<file path="config.mk">
export PLATFORM = sky130hd
export DESIGN_NAME = i2c_reg_slave
export DESIGN_NICKNAME = d
export VERILOG_FILES = /design/src/inc/i2c_slave_pkg.sv /design/src/core/i2c_reg_slave.sv /design/src/core/reg_store.sv
export SDC_FILE = /design/constraint.sdc
export NUM_CORES = 1
export LEC_CHECK = 0
export ABC_AREA = 1
export BUFFER_PORTS_ARGS = -buffer_cell sky130_fd_sc_hd__buf_2
export CAP_MARGIN = 20
export CORE_ASPECT_RATIO = 0.8
export CORE_MARGIN = 2
export CORE_UTILIZATION = 63
export DETAILED_ROUTE_END_ITERATION = 8
export GPL_TIMING_DRIVEN = 0
export HOLD_SLACK_MARGIN = 0.12
export PLACE_DENSITY_LB_ADDON = 0.12
export SYNTH_ARGS = -nofsm -noshare
export SYNTH_HDL_FRONTEND = slang
export SYNTH_SLANG_ARGS = --single-unit
</file>
<file path="constraint.sdc">
create_clock -name CLK_I -period 6.3 [get_ports CLK_I]
set_input_delay 1.26 -clock CLK_I [delete_from_list [all_inputs] [get_ports CLK_I]]
set_output_delay 1.26 -clock CLK_I [all_outputs]
set_load 0.02 [all_outputs]
</file>
<file path="src/inc/i2c_slave_pkg.sv">
// constants and types shared by the two-wire register access slave
// assumes a single system clock; bus pins are sampled, not used as clocks
//
// Contract
// master writes: address with direction low, then at least one byte
// first byte after write address loads the register pointer
// stop right after pointer byte only stores pointer, writes nothing
// later write bytes fill pointed register, pointer increments each byte
// reads return pointed register, pointer increments after every sent byte
// master loads pointer by write, then repeated start and reads
// master nack ends read; device stops driving data line
// after suspend, master issues stop before any new traffic
// answer only fixed seven-bit address; direction bit selects read/write
// ninth clock is acknowledge; receiver pulls data line low
// unmapped or read-only writes acked but ignored; unmapped reads zero
`default_nettype none

package i2c_slave_pkg;

	// ==========================================================
	// bus constants
	localparam logic [6:0] SLAVE_ADDR = 7'h35;
	localparam logic [3:0] BYTE_BITS = 4'h8;
	localparam logic [3:0] CNT_RST = 4'h0;

	// ==========================================================
	// reset values and unmapped read value
	localparam logic [7:0] PTR_RST = 8'h00;
	localparam logic [7:0] DATA_RST = 8'h00;
	localparam logic [7:0] READ_ZERO = 8'h00;

	// ==========================================================
	// protocol states
	typedef enum logic [8:0] {
		S_IDLE = 9'h001,
		S_ADDR = 9'h002,
		S_ADDR_ACK = 9'h004,
		S_PTR = 9'h008,
		S_PTR_ACK = 9'h010,
		S_WDATA = 9'h020,
		S_WDATA_ACK = 9'h040,
		S_RDATA = 9'h080,
		S_RDATA_ACK = 9'h100
	} state_t;

endpackage

`default_nettype wire

</file>
<file path="src/core/i2c_reg_slave.sv">
// two-wire slave with auto-incrementing register pointer
// assumes bus pins are asynchronous to CLK_I and bus clock is far slower
`timescale 1ns/1ps
`default_nettype none

module i2c_reg_slave #(
	parameter int NUM_REGS = 16,
	parameter int AW = 4,
	parameter logic [NUM_REGS-1:0] RO_MASK = '0
) (
	input wire logic CLK_I,
	input wire logic RST_I,
	input wire logic SCL_I,
	input wire logic SDA_I,
	output logic SDA_O,
	output logic SDA_OE_O,
	input wire logic HW_WE_I,
	input wire logic [AW-1:0] HW_ADDR_I,
	input wire logic [7:0] HW_DATA_I,
	output logic WR_STB_O,
	output logic [7:0] WR_ADDR_O,
	output logic [7:0] WR_DATA_O
);

	// ==========================================================
	// address map helpers
	function automatic logic mapped(input logic [7:0] a);
		mapped = 32'(a) < NUM_REGS;
	endfunction

	function automatic logic writable(input logic [7:0] a);
		writable = mapped(a) && !RO_MASK[a[AW-1:0]];
	endfunction

	// ==========================================================
	// pin synchronisers
	logic scl_m_ff, scl_s_ff, scl_d_ff;
	logic sda_m_ff, sda_s_ff, sda_d_ff;

	always_ff @(posedge CLK_I) begin
		if (RST_I) begin
			scl_m_ff <= 1'b1;
			scl_s_ff <= 1'b1;
			scl_d_ff <= 1'b1;
			sda_m_ff <= 1'b1;
			sda_s_ff <= 1'b1;
			sda_d_ff <= 1'b1;
		end else begin
			scl_m_ff <= SCL_I;
			scl_s_ff <= scl_m_ff;
			scl_d_ff <= scl_s_ff;
			sda_m_ff <= SDA_I;
			sda_s_ff <= sda_m_ff;
			sda_d_ff <= sda_s_ff;
		end
	end

	wire scl_rise = scl_s_ff && !scl_d_ff;
	wire scl_fall = !scl_s_ff && scl_d_ff;
	wire scl_high = scl_s_ff && scl_d_ff;
	wire start_det = scl_high && sda_d_ff && !sda_s_ff;
	wire stop_det = scl_high && !sda_d_ff && sda_s_ff;

	// ==========================================================
	// protocol state
	i2c_slave_pkg::state_t state_ff, nxt_state;
	logic [3:0] cnt_ff, nxt_cnt;
	logic [7:0] shreg_ff, nxt_shreg;
	logic [7:0] tx_ff, nxt_tx;
	logic [7:0] ptr_ff, nxt_ptr;
	logic rw_ff, nxt_rw;
	logic nack_ff, nxt_nack;
	logic sda_oe_ff, nxt_oe;
	logic bus_we;
	logic load_tx;
	logic [7:0] mem_rdata;

	wire [7:0] rx_shift = {shreg_ff[6:0], sda_s_ff};
	wire byte_end = scl_fall && cnt_ff == i2c_slave_pkg::BYTE_BITS;
	wire addr_hit = shreg_ff[7:1] == i2c_slave_pkg::SLAVE_ADDR;
	wire [7:0] rd_word = mapped(ptr_ff) ? mem_rdata
		: i2c_slave_pkg::READ_ZERO;
	wire [7:0] ptr_inc = ptr_ff + 8'h01;

	always_comb begin
		nxt_state = state_ff;
		nxt_cnt = cnt_ff;
		nxt_shreg = shreg_ff;
		nxt_tx = tx_ff;
		nxt_ptr = ptr_ff;
		nxt_rw = rw_ff;
		nxt_nack = nack_ff;
		nxt_oe = sda_oe_ff;
		bus_we = 1'b0;
		load_tx = 1'b0;
		if (start_det) begin
			// repeated start also lands here; pointer is kept
			nxt_state = i2c_slave_pkg::S_ADDR;
			nxt_cnt = i2c_slave_pkg::CNT_RST;
			nxt_oe = 1'b0;
		end else if (stop_det) begin
			nxt_state = i2c_slave_pkg::S_IDLE;
			nxt_oe = 1'b0;
		end else begin
			unique case (state_ff)
			i2c_slave_pkg::S_IDLE: begin
			end
			i2c_slave_pkg::S_ADDR: begin
				if (scl_rise) begin
					nxt_shreg = rx_shift;
					nxt_cnt = cnt_ff + 4'h1;
				end else if (byte_end) begin
					if (addr_hit) begin
						nxt_rw = shreg_ff[0];
						nxt_oe = 1'b1;
						nxt_state = i2c_slave_pkg::S_ADDR_ACK;
					end else begin
						nxt_state = i2c_slave_pkg::S_IDLE;
					end
				end
			end
			i2c_slave_pkg::S_PTR: begin
				if (scl_rise) begin
					nxt_shreg = rx_shift;
					nxt_cnt = cnt_ff + 4'h1;
				end else if (byte_end) begin
					nxt_ptr = shreg_ff;
					nxt_oe = 1'b1;
					nxt_state = i2c_slave_pkg::S_PTR_ACK;
				end
			end
			i2c_slave_pkg::S_WDATA: begin
				if (scl_rise) begin
					nxt_shreg = rx_shift;
					nxt_cnt = cnt_ff + 4'h1;
				end else if (byte_end) begin
					bus_we = writable(ptr_ff);
					nxt_ptr = ptr_inc;
					nxt_oe = 1'b1;
					nxt_state = i2c_slave_pkg::S_WDATA_ACK;
				end
			end
			i2c_slave_pkg::S_ADDR_ACK: begin
				if (scl_fall) begin
					nxt_cnt = i2c_slave_pkg::CNT_RST;
					if (rw_ff) begin
						load_tx = 1'b1;
						nxt_tx = {rd_word[6:0], 1'b0};
						nxt_oe = !rd_word[7];
						nxt_ptr = ptr_inc;
						nxt_state = i2c_slave_pkg::S_RDATA;
					end else begin
						nxt_oe = 1'b0;
						nxt_state = i2c_slave_pkg::S_PTR;
					end
				end
			end
			i2c_slave_pkg::S_PTR_ACK, i2c_slave_pkg::S_WDATA_ACK: begin
				if (scl_fall) begin
					nxt_oe = 1'b0;
					nxt_cnt = i2c_slave_pkg::CNT_RST;
					nxt_state = i2c_slave_pkg::S_WDATA;
				end
			end
			i2c_slave_pkg::S_RDATA: begin
				if (scl_rise) begin
					nxt_cnt = cnt_ff + 4'h1;
				end else if (byte_end) begin
					// let the master drive its acknowledge
					nxt_oe = 1'b0;
					nxt_state = i2c_slave_pkg::S_RDATA_ACK;
				end else if (scl_fall) begin
					nxt_oe = !tx_ff[7];
					nxt_tx = {tx_ff[6:0], 1'b0};
				end
			end
			i2c_slave_pkg::S_RDATA_ACK: begin
				if (scl_rise) begin
					nxt_nack = sda_s_ff;
				end else if (scl_fall) begin
					if (nack_ff) begin
						nxt_state = i2c_slave_pkg::S_IDLE;
					end else begin
						load_tx = 1'b1;
						nxt_tx = {rd_word[6:0], 1'b0};
						nxt_oe = !rd_word[7];
						nxt_ptr = ptr_inc;
						nxt_cnt = i2c_slave_pkg::CNT_RST;
						nxt_state = i2c_slave_pkg::S_RDATA;
					end
				end
			end
			endcase
		end
	end

	always_ff @(posedge CLK_I) begin
		if (RST_I) begin
			state_ff <= i2c_slave_pkg::S_IDLE;
			cnt_ff <= i2c_slave_pkg::CNT_RST;
			shreg_ff <= i2c_slave_pkg::DATA_RST;
			tx_ff <= i2c_slave_pkg::DATA_RST;
			ptr_ff <= i2c_slave_pkg::PTR_RST;
			rw_ff <= 1'b0;
			nack_ff <= 1'b0;
			sda_oe_ff <= 1'b0;
		end else begin
			state_ff <= nxt_state;
			cnt_ff <= nxt_cnt;
			shreg_ff <= nxt_shreg;
			tx_ff <= nxt_tx;
			ptr_ff <= nxt_ptr;
			rw_ff <= nxt_rw;
			nack_ff <= nxt_nack;
			sda_oe_ff <= nxt_oe;
		end
	end

	// ==========================================================
	// storage and user-side write report
	reg_store #(
		.DEPTH(NUM_REGS),
		.AW(AW),
		.DW(8)
	) u_store (
		.clk_i(CLK_I),
		.rst_i(RST_I),
		.bus_we_i(bus_we),
		.bus_addr_i(ptr_ff[AW-1:0]),
		.bus_data_i(shreg_ff),
		.hw_we_i(HW_WE_I),
		.hw_addr_i(HW_ADDR_I),
		.hw_data_i(HW_DATA_I),
		.rd_addr_i(ptr_ff[AW-1:0]),
		.rd_data_o(mem_rdata)
	);

	logic wr_stb_ff;
	logic [7:0] wr_addr_ff, wr_data_ff;

	always_ff @(posedge CLK_I) begin
		if (RST_I) begin
			wr_stb_ff <= 1'b0;
			wr_addr_ff <= i2c_slave_pkg::PTR_RST;
			wr_data_ff <= i2c_slave_pkg::DATA_RST;
		end else begin
			wr_stb_ff <= bus_we;
			if (bus_we) begin
				wr_addr_ff <= ptr_ff;
				wr_data_ff <= shreg_ff;
			end
		end
	end

	// open drain: the pad only ever pulls low
	assign SDA_O = 1'b0;
	assign SDA_OE_O = sda_oe_ff;
	assign WR_STB_O = wr_stb_ff;
	assign WR_ADDR_O = wr_addr_ff;
	assign WR_DATA_O = wr_data_ff;
endmodule

`default_nettype wire

</file>
<file path="src/core/reg_store.sv">
// register storage of the slave: two write ports, registered read
// assumes both write ports sit on the system clock
`timescale 1ns/1ps
`default_nettype none

module reg_store #(
	parameter int DEPTH = 16,
	parameter int AW = 4,
	parameter int DW = 8
) (
	input wire logic clk_i,
	input wire logic rst_i,
	input wire logic bus_we_i,
	input wire logic [AW-1:0] bus_addr_i,
	input wire logic [DW-1:0] bus_data_i,
	input wire logic hw_we_i,
	input wire logic [AW-1:0] hw_addr_i,
	input wire logic [DW-1:0] hw_data_i,
	input wire logic [AW-1:0] rd_addr_i,
	output logic [DW-1:0] rd_data_o
);

	logic [DW-1:0] mem_ff [DEPTH];

	// ==========================================================
	// storage; the bus port wins if both hit one word
	always_ff @(posedge clk_i) begin
		for (int i = 0; i < DEPTH; i++) begin
			if (rst_i) begin
				mem_ff[i] <= '0;
			end else if (bus_we_i && bus_addr_i == AW'(i)) begin
				mem_ff[i] <= bus_data_i;
			end else if (hw_we_i && hw_addr_i == AW'(i)) begin
				mem_ff[i] <= hw_data_i;
			end
		end
	end

	always_ff @(posedge clk_i) begin
		if (rst_i) begin
			rd_data_o <= '0;
		end else begin
			rd_data_o <= mem_ff[rd_addr_i];
		end
	end

endmodule

`default_nettype wire

</file>
==> results.cfg <==
[clock_network]
cts-root-buf = clkbuf_16
cts_tree = built
cts.sinks = 198
ctsHoldBuffers = 0
cts_buffers = 17
cts_htree_levels = 4
max-clock-path-buffers = 2
clk_pin_slew_ns = 0.07
clock_latency_ns = 0.44
cts_resized = 0
cts_post_setup_buffers_inserted = 0

[setup_path]
cp_max_fo = 11
critPathBufInv = 4
endpoint_kind = register
cp_slowest_cell = clkbuf_1
cp.arrival_ns = 3.72
path_cells = inv_1, clkbuf_1, clkbuf_1, ha_1, inv_1, nor2_4, a21oi_1, nand2_1, nand2_1
critical_path.top_delay_family = buffers and inverters
worstSetupPathType = reg2reg
required_ns = 6.39
cpPeakStageDelay_ns = 0.51
critical_path.startpoint_type = register

[synth]
async_flop_share = 0
ys_seq_elements = 198
synthFlopType = edfxtp_1
yosys-top-cells-area = edfxtp_1 37%, dfxtp_1 14%, nand2_1 8.7%
synth_top_area_frac = 0.372
yosysMostFrequentCell = nand2_1
synth_edf_count = 128
postSynthAreaPerCell_um2 = 8.40
yosysSeqAreaShare = 0.508
synth_nets = 1252
yosysUniqueCellTypes = 47
yosysWarnings = 0
ys_top_cells_by_count = 239 x nand2_1, 171 x nor2_1, 147 x o21ai_0, 128 x edfxtp_1, 94 x o22ai_1
yosys.area.top_type = edfxtp_1
syn_area_um2 = 10300
netlist_instances = 1229

[pwr]
p_leak_nw = 4.36
max-vdd-ir-drop_v = 0.000244
total_power_mw = 2.71
power.density_nw_per_um2 = 240

[placed_design]
post_dp_cell_area_um2 = 10800
place_inst = 1478
gp_congestion = 1.09
port_buffers = 34
place_ws_ns = 2.64
dp_hpwl_um = 26400

[sta]
finalMaxSlewViolations = 0
timing.hold.ws_ns = 0.414
skew_ns = 0.0113
fmax_mhz = 276
tightest_slew_ns = 0.948
slew_headroom = 0.368
rsz0062_at_grt = false
fin_crit_ns = 3.62
setup_tns_ns = 0
timing.final.crit_share = 0.575
hold_violations = 0
setup_viol = 0
worst_slack_ns = 2.68

[global_route]
met1_usage = 0.597
grt_pass1_wl_um = 53900
grt-busiest-layer = met1
antenna_found_initial = 0
grt_max_degree = 19
track_usage = 0.422
grt_util_met3 = 0.186
grt_pass1_vias = 9058
grtUsageMet2 = 0.572
overflow = 0

[detailed_routing]
vias = 10021
ant_nets = 0
dr.first_iter.drc_count = 1884
wirelength_um = 36600
post-route-drc-count = 0
avgRoutedWirePerCell_um = 24.2
dr.pass1.iters = 7
viasPerCell = 6.64

[layout]
area_growth_pct = 9.62
nets = 1305
diodes = 0
drive_above_1_share = 0.117
regArea_um2 = 5250
multi_input_area_um2 = 4480
layoutNonFillerInstCount = 1510
design_area_um2 = 11300
fillCellCount = 1269
utilization = 0.712

[floorplan]
core_area_um2 = 15900
die-area_um2 = 17400
ios = 36
die_x_um = 147
die_h_um = 119
start_util = 0.649
num_rows = 41

[worst_hold_path]
hold_path.class = reg2reg

[job]
maxCapViolCount = 0

[status]
outcome = complete, no violations
## cells in the final DEF (no fill, tap or decap), types with 3 or more instances in the layout
cell type,synthesis,final
clkbuf_1,41,41
xor2_1,5,5
buf_2,8,42
o21ai_0,147,147
o21ai_1,19,19
nor2_2,11,11
nand3_2,12,12
nand2_2,8,8
inv_6,0,4
a41oi_1,8,8
ha_1,6,6
buf_1,3,3
inv_2,12,12
inv_4,1,5
nand4_1,8,8
a21oi_1,39,39
nand2_1,239,239
nand2_4,3,3
edfxtp_1,128,128
nand4_4,6,6
nor2_1,171,171
or2_2,4,4
nor3_4,3,3
inv_1,71,71
dfxtp_1,70,70
o22ai_1,94,94
nor2_4,6,6
nand3_1,61,61
clkbuf_16,0,17
nor3_1,12,12
clkinv_1,9,9
## worst register-to-register path: stages, from the launching register on
cell	delay (ns)
dfxtp_1	0.44
inv_1	0.16
clkbuf_1	0.48
clkbuf_1	0.51
ha_1	0.46
inv_1	0.17
nor2_4	0.21
a21oi_1	0.11
nand2_1	0.35
nand2_1	0.38
## path summary, 6_finish.rpt
check | startpoint | to | slack, ns | depth (start not counted)
max | ptr_ff[0]$_SDFFE_PP0P_ | u_store.mem_ff[12][2]$_DFFE_PP_ | 2.68 | 9
min reg2reg | scl_m_ff$_SDFF_PP1_ | scl_s_ff$_SDFF_PP1_ | 0.41 | 1
max reg2reg | ptr_ff[0]$_SDFFE_PP0P_ | u_store.mem_ff[12][2]$_DFFE_PP_ | 2.68 | 9
min | scl_m_ff$_SDFF_PP1_ | scl_s_ff$_SDFF_PP1_ | 0.41 | 1
## logic make-up (layout without fill, tap and decap cells)
kind of cell    count (synthesis)  in the layout  synth area share
compound gates                313            313             0.168
xor+xnor                        6              6           0.00509
fa+ha+maj                       6              6           0.00727
buf+inv                       150            216            0.0584
flops                         198            198             0.508
other cells                     1              1          0.000363
simple gates                  555            555             0.253
## final cells by class
| type | instances | area share |
|---|---|---|
| Sequential cell | 198 | 0.463 |
| Multi-Input combinational cell | 881 | 0.396 |
| Clock buffer | 18 | 0.0388 |
| Inverter | 93 | 0.0311 |
| Tap cell | 215 | 0.0238 |
| Buffer | 57 | 0.0222 |
| Timing Repair Buffer | 34 | 0.0150 |
| Clock inverter | 14 | 0.0102 |
## power by group
part / switching, mW / internal (mW)
clock network: 0.531 / 0.528
logic: 0.153 / 0.0460
registers: 0.0205 / 1.44
## sequential cells by signal, summed over array words and instances, names as in the netlist, 4 cells and up
name,count
u_store.mem_ff,128
state_ff,9
WR_ADDR_O,8
WR_DATA_O,8
ptr_ff,8
shreg_ff,8
u_store.rd_data_o,8
tx_ff,7
cnt_ff,4
## per-layer routing
metal,vias up,wire [um]
li1,4374,-
met1,4594,13800
met2,910,14600
met3,143,6590
met4,0,1620
met5,-,0
Note: power is estimated with default switching activity, not from simulation.
